--- src/hdl/epd_pkg.sv ---
package epd_pkg;

  localparam int EPD_SEL_W = 5;
  localparam int EPD_CNT_W = 6;
  localparam logic [EPD_SEL_W-1:0] EPD_SEL_MIN = 5'h02;
  localparam logic [EPD_CNT_W-1:0] EPD_CNT_ZERO = 6'h00;
  localparam logic [EPD_CNT_W-1:0] EPD_CNT_ONE = 6'h01;
  localparam logic [1:0] EPD_QUAD_ZERO = 2'h0;
  localparam logic [1:0] EPD_QUAD_ONE = 2'h1;
  localparam logic [1:0] EPD_QUAD_MINUS = 2'h3;

  typedef enum logic
  {
    EPD_VARIANT_OC,
    EPD_VARIANT_DIFF
  } epd_variant_t;

  typedef struct packed
  {
    logic phase_a;
    logic phase_b;
    logic index_z;
  } epd_phase_t;

  typedef struct packed
  {
    logic divided_phase_a_oc_out;
    logic divided_phase_b_oc_out;
    logic divided_phase_a_pos;
    logic divided_phase_a_neg;
    logic divided_phase_b_pos;
    logic divided_phase_b_neg;
    logic divided_index_pos;
    logic divided_index_neg;
  } epd_out_t;

  typedef struct packed
  {
    epd_phase_t sync1;
    epd_phase_t sync2;
    epd_phase_t prev;
    logic [1:0] mode_sync1;
    logic [1:0] mode_sync2;
    logic [EPD_SEL_W-1:0] sel_sync1;
    logic [EPD_SEL_W-1:0] sel_sync2;
    logic [EPD_CNT_W-1:0] edge_cnt;
    logic [1:0] out_quad;
    logic out_index;
    logic active;
  } epd_state_t;

endpackage

--- src/hdl/epd_encoder_pulse_divider.sv ---
// Behaviour
// Output frequency is input over twice switch value; values 0 and 1 give none.
// Switch read as 5-bit unsigned, position 1 most significant, all on is 31.
// In pulse-direction mode phase A carries pulses and phase B the direction.
// Quadrature mode by default; pulse-direction only when the mode jumpers select it.
// Open-collector variant drives divided A and B only, no divided index.
// Differential variant drives divided A, B and Z as complementary pairs.
// Divided A and B keep quadrature phase, so direction stays visible.
`timescale 1ns/1ps
`default_nettype none

module epd_encoder_pulse_divider
  import epd_pkg::*;
#(
  parameter epd_variant_t VARIANT = EPD_VARIANT_DIFF
)
(
  input wire logic clk_i,
  input wire logic rst_n_i,
  input wire epd_phase_t phase_i,
  input wire logic [EPD_SEL_W-1:0] divider_select_switch_i,
  input wire logic input_mode_jumper_a_i,
  input wire logic input_mode_jumper_b_i,
  output var epd_out_t out_o,
  output logic divided_active_o
);

  epd_state_t state_ff;
  epd_state_t nxt_state;

  // Returns the signed step of one quadrature transition, zero when none or invalid.
  function automatic logic [1:0] quad_step(input logic [1:0] old_ab, input logic [1:0] new_ab);
    logic [1:0] res;
    res = EPD_QUAD_ZERO;
    case ({old_ab, new_ab})
      4'h1, 4'h7, 4'he, 4'h8: res = EPD_QUAD_MINUS;
      4'h2, 4'hb, 4'hd, 4'h4: res = EPD_QUAD_ONE;
      default: res = EPD_QUAD_ZERO;
    endcase
    return res;
  endfunction

  logic pulse_mode;
  logic [1:0] step;
  logic [EPD_CNT_W-1:0] limit;
  logic [EPD_CNT_W-1:0] cnt_plus;

  always_comb
  begin
    nxt_state = state_ff;
    nxt_state.sync1 = phase_i;
    nxt_state.sync2 = state_ff.sync1;
    nxt_state.prev = state_ff.sync2;
    nxt_state.mode_sync1 = {input_mode_jumper_a_i, input_mode_jumper_b_i};
    nxt_state.mode_sync2 = state_ff.mode_sync1;
    nxt_state.sel_sync1 = divider_select_switch_i;
    nxt_state.sel_sync2 = state_ff.sel_sync1;
    pulse_mode = &state_ff.mode_sync2;
    nxt_state.active = (state_ff.sel_sync2 >= EPD_SEL_MIN);
    // Quadrature yields four steps per input period and pulse mode two.
    if (pulse_mode)
    begin
      limit = {1'b0, state_ff.sel_sync2};
    end
    else
    begin
      limit = {state_ff.sel_sync2, 1'b0};
    end
    cnt_plus = state_ff.edge_cnt + EPD_CNT_ONE;
    step = EPD_QUAD_ZERO;
    if (pulse_mode)
    begin
      // Both edges of each pulse count, so one pulse is two steps.
      if (state_ff.sync2.phase_a != state_ff.prev.phase_a)
      begin
        step = state_ff.sync2.phase_b ? EPD_QUAD_MINUS : EPD_QUAD_ONE;
      end
    end
    else
    begin
      step = quad_step({state_ff.prev.phase_a, state_ff.prev.phase_b},
                       {state_ff.sync2.phase_a, state_ff.sync2.phase_b});
    end
    if (!state_ff.active)
    begin
      nxt_state.edge_cnt = EPD_CNT_ZERO;
      nxt_state.out_quad = EPD_QUAD_ZERO;
    end
    else if (state_ff.edge_cnt >= limit)
    begin
      // A lowered limit must not leave the count stranded above it.
      nxt_state.edge_cnt = EPD_CNT_ZERO;
    end
    else if (step != EPD_QUAD_ZERO)
    begin
      // Four quarters of limit steps each make one period of twice sel input periods.
      if (cnt_plus >= limit)
      begin
        nxt_state.edge_cnt = EPD_CNT_ZERO;
        nxt_state.out_quad = state_ff.out_quad + step;
      end
      else
      begin
        nxt_state.edge_cnt = cnt_plus;
      end
    end
    nxt_state.out_index = state_ff.active && state_ff.sync2.index_z && !pulse_mode;
    if (!rst_n_i)
    begin
      nxt_state = '0;
    end
  end

  always_ff @(posedge clk_i)
  begin
    state_ff <= nxt_state;
  end

  logic div_a;
  logic div_b;
  assign div_a = state_ff.out_quad[1] ^ state_ff.out_quad[0];
  assign div_b = state_ff.out_quad[1];
  assign divided_active_o = state_ff.active;

  always_comb
  begin
    out_o = '0;
    if (VARIANT == EPD_VARIANT_OC)
    begin
      out_o.divided_phase_a_oc_out = div_a;
      out_o.divided_phase_b_oc_out = div_b;
    end
    else
    begin
      out_o.divided_phase_a_pos = div_a;
      out_o.divided_phase_a_neg = !div_a;
      out_o.divided_phase_b_pos = div_b;
      out_o.divided_phase_b_neg = !div_b;
      out_o.divided_index_pos = state_ff.out_index;
      out_o.divided_index_neg = !state_ff.out_index;
    end
  end

  no_output_a: assert property (@(posedge clk_i) disable iff (!rst_n_i)
    !state_ff.active |=> state_ff.out_quad == EPD_QUAD_ZERO && state_ff.edge_cnt == EPD_CNT_ZERO)
    else $error("divided output moved while off");

  quad_gray_a: assert property (@(posedge clk_i) disable iff (!rst_n_i)
    $past(state_ff.active) |-> !($changed(div_a) && $changed(div_b)))
    else $error("divided phases changed together");

  oc_no_index_a: assert property (@(posedge clk_i) disable iff (!rst_n_i)
    VARIANT == EPD_VARIANT_OC |-> !out_o.divided_index_pos && !out_o.divided_index_neg)
    else $error("index driven on open-collector variant");

  oc_no_diff_a: assert property (@(posedge clk_i) disable iff (!rst_n_i)
    VARIANT == EPD_VARIANT_OC |-> !out_o.divided_phase_a_pos && !out_o.divided_phase_a_neg
    && !out_o.divided_phase_b_pos && !out_o.divided_phase_b_neg)
    else $error("differential output driven on open-collector variant");

  diff_pair_a: assert property (@(posedge clk_i) disable iff (!rst_n_i)
    VARIANT == EPD_VARIANT_DIFF |-> out_o.divided_phase_a_pos != out_o.divided_phase_a_neg
    && out_o.divided_phase_b_pos != out_o.divided_phase_b_neg)
    else $error("differential pair not complementary");

  index_pair_a: assert property (@(posedge clk_i) disable iff (!rst_n_i)
    VARIANT == EPD_VARIANT_DIFF |-> out_o.divided_index_pos != out_o.divided_index_neg)
    else $error("index pair not complementary");

  diff_no_oc_a: assert property (@(posedge clk_i) disable iff (!rst_n_i)
    VARIANT == EPD_VARIANT_DIFF |-> !out_o.divided_phase_a_oc_out
    && !out_o.divided_phase_b_oc_out)
    else $error("open-collector output driven on differential variant");

  sel_active_a: assert property (@(posedge clk_i) disable iff (!rst_n_i)
    state_ff.sel_sync2 < EPD_SEL_MIN |=> !state_ff.active)
    else $error("active with low switch");

  sel_on_a: assert property (@(posedge clk_i) disable iff (!rst_n_i)
    state_ff.sel_sync2 >= EPD_SEL_MIN |=> state_ff.active)
    else $error("inactive with divider switch set");

  cnt_bound_a: assert property (@(posedge clk_i) disable iff (!rst_n_i)
    state_ff.active && $stable(limit) |-> state_ff.edge_cnt < limit)
    else $error("edge count beyond limit");

  out_hold_a: assert property (@(posedge clk_i) disable iff (!rst_n_i)
    state_ff.active && step == EPD_QUAD_ZERO |=> $stable(state_ff.out_quad))
    else $error("divided output moved without input step");

  quad_mode_a: assert property (@(posedge clk_i) disable iff (!rst_n_i)
    !pulse_mode && state_ff.active && step == EPD_QUAD_ZERO && state_ff.edge_cnt < limit
    |=> $stable(state_ff.edge_cnt))
    else $error("count moved without input edge");

  step_valid_a: assert property (@(posedge clk_i) disable iff (!rst_n_i)
    step == EPD_QUAD_ZERO || step == EPD_QUAD_ONE || step == EPD_QUAD_MINUS)
    else $error("step larger than one quarter");

  fwd_dir_a: assert property (@(posedge clk_i) disable iff (!rst_n_i)
    state_ff.active && step == EPD_QUAD_ONE
    |=> state_ff.out_quad - $past(state_ff.out_quad) != EPD_QUAD_MINUS)
    else $error("forward step moved output backward");

  rev_dir_a: assert property (@(posedge clk_i) disable iff (!rst_n_i)
    state_ff.active && step == EPD_QUAD_MINUS
    |=> state_ff.out_quad - $past(state_ff.out_quad) != EPD_QUAD_ONE)
    else $error("reverse step moved output forward");

  pulse_dir_a: assert property (@(posedge clk_i) disable iff (!rst_n_i)
    pulse_mode && state_ff.sync2.phase_a == state_ff.prev.phase_a |-> step == EPD_QUAD_ZERO)
    else $error("step without pulse edge");

  pulse_rev_a: assert property (@(posedge clk_i) disable iff (!rst_n_i)
    pulse_mode && state_ff.sync2.phase_b |-> step != EPD_QUAD_ONE)
    else $error("forward step with direction high");

  pulse_fwd_a: assert property (@(posedge clk_i) disable iff (!rst_n_i)
    pulse_mode && !state_ff.sync2.phase_b |-> step != EPD_QUAD_MINUS)
    else $error("reverse step with direction low");

  index_gate_a: assert property (@(posedge clk_i) disable iff (!rst_n_i)
    pulse_mode || !state_ff.active |=> !state_ff.out_index)
    else $error("index passed while gated");

endmodule

`default_nettype wire

--- config.mk ---
export PLATFORM = sky130hd
export DESIGN_NAME = epd_encoder_pulse_divider
export DESIGN_NICKNAME = d
export VERILOG_FILES = /design/src/hdl/epd_pkg.sv /design/src/hdl/epd_encoder_pulse_divider.sv
export SDC_FILE = /design/constraint.sdc
export NUM_CORES = 1
export LEC_CHECK = 0
export BUFFER_PORTS_ARGS = -buffer_cell sky130_fd_sc_hd__buf_2
export CORE_ASPECT_RATIO = 1.5
export CORE_MARGIN = 2
export CORE_UTILIZATION = 56
export DETAILED_ROUTE_END_ITERATION = 10
export PLACE_DENSITY = 0.82
export SYNTH_ARGS = -nofsm -noshare
export SYNTH_HDL_FRONTEND = slang
export SYNTH_SLANG_ARGS = --single-unit
export TNS_END_PERCENT = 10
--- constraint.sdc ---
create_clock -name clk_i -period 2.9 [get_ports clk_i]
set_clock_uncertainty 0.2 [all_clocks]
set_input_delay 0.145 -clock clk_i [delete_from_list [all_inputs] [get_ports clk_i]]
set_output_delay 0.145 -clock clk_i [all_outputs]
set_load 0.01 [all_outputs]
**Yosys cells after proc, flatten, opt, wreduce, memory -nomap -nowiden**

Memory sizes are Yosys's and may differ from the RTL's. A register that Yosys moved wholly into a read port is not among the register bits.
Cells that the tools add are included.

- Bits in registers: 31
- Memory bits (read-only): 32
- Input port bits: 12
- Output and inout port bits: 9
- Memories: 1

- Add/sub/neg operators: 2
- Magnitude comparators: 3
- Eq/ne operators: 1
- Muxes and demuxes: 6
- Bitwise logic cells: 4
- Reductions and logical operators: 11

Memories:

| name | words | bits a word | read ports | clocked after memory_dff | wr ports | RTL line | RTL |
|---|---|---|---|---|---|---|---|
| (name not given) | 16 | 2 | 1 | 1 | 0 | epd_encoder_pulse_divider.sv:35 | `case ({old_ab, new_ab})` |

Operator list:

| cell | count |
|---|---|
| greater-or-equal comparator 6 bit | 2 |
| two-way mux 6 bit | 2 |
| adder 6 x 1 -> 6 bit (second input constant) | 1 |
| two-way mux 2 bit | 3 |
| greater-or-equal comparator 5 x 2 -> 1 bit (second input constant) | 1 |
| logical NOT 1 bit | 4 |
| two-way mux 4 bit | 1 |
| AND reduction 2 bit | 2 |
| NOT 1 bit | 3 |
| AND reduction 3 bit | 1 |
| OR reduction 3 bit | 1 |
| adder 2 bit | 1 |
| logical AND 1 bit | 2 |
| nonzero test 2 bit | 1 |
| != test 1 bit | 1 |
| XOR 1 bit | 1 |

**Depth between registers and ports, before layout**

Gate-level depths: netlist of the first run.

- Word-level depth: 5
- Gate-level depth with buffers: 9
- Gate-level depth less buffers: 9

**Least setup slack after synthesis of the first run**

No wires, ideal clock.

- Kind: register to register
- Start: reg state_ff[4] (netlist bit)
- End: reg state_ff, in the netlist out_o[3]
- Library setup time: 0.129 ns
- Arrival: 2.214 ns
- Slack: 0.357 ns
- Stages on the path, launching flop included: 10
- Period minus slack after synthesis: 2.543 ns
- Cell sequence: dfxtp_1 ha_1 xor2_1 ha_1 or3_1 o22a_1 maj3_2 a21oi_4 nor4_1 mux2i_1

- Cells in the longest elaborated chain, start to end: 3
- Elaborated cells on any way between the ends: 5

Ends and longest elaborated chain:

| item | RTL line | RTL |
|---|---|---|
| from (decl) | epd_encoder_pulse_divider.sv:28 | `epd_state_t state_ff;` |
| from (signal assigned) | epd_encoder_pulse_divider.sv:116 | `state_ff <= nxt_state;` |
| adder 6 x 1 -> 6 bit / greater-or-equal comparator 6 bit (equally long branches) | epd_encoder_pulse_divider.sv:69, epd_encoder_pulse_divider.sv:89 |  |
| greater-or-equal comparator 6 bit / NOT 1 bit (equally long branches) | n/a |  |
| AND reduction 3 bit (no source line) * | n/a |  |

Every way passes the cells marked *; elsewhere a longest branch is shown, timed or not.
A chain may end at the register's enable or synchronous reset.

**Worst setup path after layout of the first run**

- Start: reg state_ff[4] (netlist bit)
- End: reg state_ff[6] (netlist bit)

- Cells in the longest elaborated chain, start to end: 3
- Elaborated cells on any way between the ends: 5

Ends and longest elaborated chain:

| item | RTL line | RTL |
|---|---|---|
| adder 6 x 1 -> 6 bit | epd_encoder_pulse_divider.sv:69 | `cnt_plus = state_ff.edge_cnt + EPD_CNT_ONE;` |
| greater-or-equal comparator 6 bit | epd_encoder_pulse_divider.sv:97 | `if (cnt_plus >= limit)` |
| two-way mux 6 bit | epd_encoder_pulse_divider.sv:97 |  |

Parallel ways exist; a longest one is shown, timed or not.

==> results of run 1 <==
worst paths after layout:
path / start / endpoint / slack (ns) / depth (start not counted)
max reg2reg: state_ff[4] / state_ff[6] / 0.15 / 9
min: rst_n_i / divided_active_o / 0.08 / 2
max: state_ff[4] / state_ff[6] / 0.15 / 9
min reg2reg: state_ff[22] / state_ff[20] / 0.23 / 1
kinds of logic after synthesis:
family / count (synthesis) / synth area share, %
simple gates: 55 / 18.9
other cells: 1 / 0.234
flops: 33 / 41.2
fa+ha+maj: 18 / 14.0
compound gates: 25 / 11.6
buf+inv: 18 / 5.39
mux: 6 / 3.75
xor+xnor: 9 / 4.92
state kept, by name, summed over array words and instances, names as in the netlist, named ones only:
signal,cells
divided_active_o,1
out_o,2
state_ff,28
metrics by stage:
| stage | area, um2 | util [%] | setup slack (ns) | std cells |
|---|---|---|---|---|
| global route | 1880 | 69.5 | 0.0103 | 230 |
| floorplan | 1610 | - | 0.357 | 166 |
| CTS | 1880 | 69.5 | 0.149 | 230 |
| global placement | 1690 | 62.6 | 0.278 | 213 |
| finish | 1880 | 69.5 | 0.149 | 230 |
| detailed placement | 1690 | 62.6 | 0.191 | 213 |
cell usage after synthesis (2+ instances only):
cell,number
mux2i_1,6
inv_1,10
nand2_1,13
and2_1,20
dfxtp_1,33
xnor2_1,3
ha_1,17
buf_4,5
o21a_1,2
o21ai_0,4
xor2_1,6
nand2b_1,2
clkbuf_1,3
nand3_1,8
and3_1,4
a21oi_1,6
per-layer routing:
metal	share of wire, %	wire length (um)	up-vias	global-route usage (%)
met1	38	1100	538	18.5
met4	3.9	114	0	12.0
li1	-	-	607	-
met5	0	0	-	0
met3	2.7	78	11	5.21
met2	56	1630	26	37.5
worst reg2reg max path: cells and delay by family (launching register included):
kind | cells | cell delay [ns]
adder cells (fa/ha/maj) | 3 | 0.81
AO/OA/AOI/OAI | 3 | 0.67
AND/OR/NAND/NOR | 2 | 0.49
flip-flops | 1 | 0.35
XOR/XNOR | 1 | 0.16
final cells by class:
| type | instances | area, um2 |
|---|---|---|
| Clock buffer | 7 | 86.3 |
| Fill cell | 231 | 825 |
| Inverter | 10 | 37.5 |
| Multi-Input combinational cell | 115 | 860 |
| Sequential cell | 33 | 661 |
| Tap cell | 37 | 46.3 |
| Timing Repair Buffer | 28 | 190 |
report_power, final:
part	total [W]	internal, W	switching (W)
Clock	0.000333	0.000188	0.000145
Sequential	0.000480	0.000471	0.00000905
Combinational	0.0000930	0.0000458	0.0000472
Total	0.000906	0.000705	0.000202
what timing repair did:
action / 4_1_cts / 5_1_grt
hold endpoints to repair: 10 / 0
hold buffers: 10 / 0
gates resized for setup: 0 / 0
==> results.toml, run 1 <==
[route]
wl_per_cell_um = 12.7
vias = 1182
drt_iter0_markers = 18
routed_via_density = 5.14
firstDrtPassIters = 4
wirelength_um = 2920
drcViolationCount = 0
ant_nets = 0

[synthesis]
synthesis.instances = 165
synth_top_flop_cell = "dfxtp_1"
synth_edf_count = 0
avgSynthCellArea_um2 = 9.71
synth.area.top_cells = "dfxtp_1, ha_1, and2_1"
yosysTopAreaCell = "dfxtp_1"
synth_cell_types = 39
ys_seq_area_share_pct = 41.2
synth-async-reset-ratio_pct = 0
synth_top_area_share_pct = 41.2
synth_area_um2 = 1600
ys_ff_latch = 33
yosys_warnings = 0

[setup_path]
worst-path-max-fanout = 10
required_ns = 2.90
cp_cell_sequence = "ha_1 > xor2_1 > ha_1 > or3_1 > o22a_1 > maj3_2 > a21oi_4 > nand4b_1 > a31oi_1"
crit_type = "reg -> reg"
crit_top_cell = "ha_1"
critPathMaxStageDelay_ns = 0.35
endpoint_kind = "register"
worst-path-buf-inv = 0
cp-start-kind = "register"
slowest_stage = "dfxtp_1"
cp_top_family = "adder cells"
cp.arrival_ns = 2.75

[floorplanning]
io_pins = 21
row_count = 23
die_h_um = 69.5
initial_core_util_pct = 59.3
fp.dieW_um = 47.7
die-area_um2 = 3310
core-area_um2 = 2710

[placement]
place_congestion = 0.853
port_buffers = 18
dp_hpwl_um = 2140

[power]
power.density_nw_per_um2 = 482
p_total_w = 0.000906
irDropWorstVdd_mv = 0.447
p_leak_nw = 0.862

[clock_tree]
htree_levels = 2
cts_buffers = 5
cts_setup_buffers = 0
cts_root_buf = "clkbuf_8"
cts_max_path_buffers = 2
clk_latency_ns = 0.28
cts_tree = "built"
clk_pin_slew_ns = 0.06
clock_sinks = 33

[finish]
drive_gt1_share_pct = 15.0
layout_commonest_cell = "dfxtp_1"
layout_common_cells = "dfxtp_1, and2_1, buf_2"
diodes = 0
syn_to_final_growth_pct = 17.3
nets = 222

[global_route]
grt_pass1_wl_um = 4860
track_usage_pct = 20.7
first_global_vias = 1214
grt_overflow = 0
antenna_found_initial = 0
grt_max_degree = 27

[sta]
worstMarginPinSlew_ns = 0.662
rsz0062_at_grt = "false"
final-setup-viol-count = 0
max_freq_mhz = 363
timing.final.crit_share_pct = 94.9
hold_viol_final = 0
min_period_ns = 2.75
whs_ns = 0.0842
max_slew_margin_pct = 55.6
fin_tns_setup_ns = 0
drv_slew = 0

[worst_hold_path]
min_path_type = "in -> reg"

[status]
status = "finished clean"

[job]
drv_cap = 0
Note: power is estimated with default switching activity, not from simulation.
==> inputs of run 2 (changes only) <==
- CELL_PAD_IN_SITES_DETAIL_PLACEMENT: not set -> 1
- CELL_PAD_IN_SITES_GLOBAL_PLACEMENT: not set -> 1
- CORE_UTILIZATION: 56 -> 43
- PLACE_DENSITY: 0.82 -> 0.81
==> results.toml, run 2 (synthesized netlist as in run 1, its figures left out) <==
[worst_hold_path]
whs_path_depth = 2
min_path_type = "in -> reg"
holdPathEnd = "divided_active_o"
holdCritStartpoint = "rst_n_i"

[clock_tree]
clk_latency_ns = 0.28
cts_root_buf = "clkbuf_8"
clock_sinks = 33
cts_tree = "built"
cts_buffers = 5
htree_levels = 2
cts_max_path_buffers = 2
clk_pin_slew_ns = 0.07

[placement]
place_congestion = 0.802
postPlaceCellArea_um2 = 1700
dp_hpwl_um = 2420
port_buffers = 18
post-place-ws_ns = 0.171

[sta]
setup_slack_ns = 0.165
hold_viol_final = 0
rsz0062_at_grt = "false"
final-setup-viol-count = 0
timing.final.crit_share_pct = 94.3
fin_tns_setup_ns = 0
drv_slew = 0
min_period_ns = 2.73
max_slew_margin_pct = 53.9
worstMarginPinSlew_ns = 0.687
max_freq_mhz = 366

[route]
wirelength_um = 3260
wl_per_cell_um = 13.8
ant_nets = 0
drcViolationCount = 0
drt_iter0_markers = 15
routed_via_density = 5.11
vias = 1207
firstDrtPassIters = 4

[setup_path]
r2r-start = "state_ff[6]"
worstRegToRegCells = 9
required_ns = 2.91
worst-path-max-fanout = 10
crit_type = "reg -> reg"
crit_path_start = "state_ff[6]"
ff2ff_setup_slack_ns = 0.17
rr_endpoint = "state_ff[6]"
cp.arrival_ns = 2.74
endpoint_kind = "register"
cp-start-kind = "register"

[power]
internal_power_w = 0.000705
combinationalPowerShare_pct = 10.3
power.density_nw_per_um2 = 486
seq_power_share_pct = 52.3
p_leak_nw = 0.862
p_switching_w = 0.000213
irDropWorstVdd_mv = 0.450
p_clk_share_pct = 37.3
p_sw_share_pct = 23.2

[status]
status = "finished clean"

[finish]
fillerInstances = 409
nets = 222
multi_input_area_um2 = 860
utilization_pct = 52.2
diodes = 0
layout_commonest_cell = "dfxtp_1"
regArea_um2 = 661
layout_common_cells = "dfxtp_1, and2_1, buf_2"
drive_gt1_share_pct = 15.0
largest_reg_flops = 28
syn_to_final_growth_pct = 17.8
largest-register = "state_ff"
final_area_um2 = 1890

[global_route]
antenna_found_initial = 0
grt_pass1_wl_um = 5400
grt_overflow = 0
grt_max_degree = 27
first_global_vias = 1267
track_usage_pct = 17.5

[floorplanning]
initial_core_util_pct = 44.3
fp.dieW_um = 53.9
core-area_um2 = 3610
io_pins = 21
die-area_um2 = 4240
die_h_um = 78.8
row_count = 27

[job]
drv_cap = 0
-- run 2: cell type report --
type | count | area share [%]
Multi-Input combinational cell | 115 | 45.5
Sequential cell | 33 | 35.0
Timing Repair Buffer | 28 | 10.1
Clock buffer | 7 | 4.57
Tap cell | 43 | 2.85
Inverter | 10 | 1.99
-- run 2: per-layer routing --
layer | vias up | wire length, um | GRT usage [%]
met4 | 0 | 94 | 9.74
met3 | 8 | 89 | 5.64
met5 | - | 0 | 0
li1 | 605 | - | -
met2 | 24 | 1740 | 31.1
met1 | 570 | 1330 | 16.7
-- run 2: stage by stage --
stage | hold slack, ns | power (W) | instances
floorplan | 0.0667 | 0.000551 | 166
global placement | 0.150 | 0.000570 | 219
global route | 0.109 | 0.000963 | 236
CTS | 0.0890 | 0.000931 | 236
detailed placement | 0.155 | 0.000576 | 219
finish | 0.0938 | 0.000918 | 236
-- run 2: power by group through the flow --
stage               Sequential, W  Combinational (W)  Clock (W)
floorplan                0.000488          0.0000629          0
global placement         0.000490          0.0000805          0
detailed placement       0.000491          0.0000850          0
CTS                      0.000481          0.0000956   0.000355
global route             0.000482           0.000106   0.000375
finish                   0.000481          0.0000949   0.000343
-- run 2: worst max path at each step --
stage / cells after the start / end / slack, ns
global route: 9 / out_o[3] / 0.003
finish: 9 / state_ff[6] / 0.17
detailed placement: 9 / out_o[3] / 0.17
CTS: 9 / out_o[3] / 0.15
floorplan: 9 / out_o[3] / 0.36
global placement: 9 / out_o[3] / 0.25
-- run 2: what timing repair did --
item	CTS	global route
endpoints found under the setup margin	0	2
setup buffers	0	0
hold endpoints to repair	10	0
gates resized for setup	0	0
hold buffers	10	0
-- run 2: worst max-delay path: stages (launching register included) --
cell	delay, ns
dfxtp_1	0.46
and3_1	0.24
xor2_1	0.10
ha_1	0.22
or3_1	0.30
o22a_1	0.21
maj3_2	0.33
a21oi_4	0.28
nand3b_1	0.14
a31oi_1	0.18
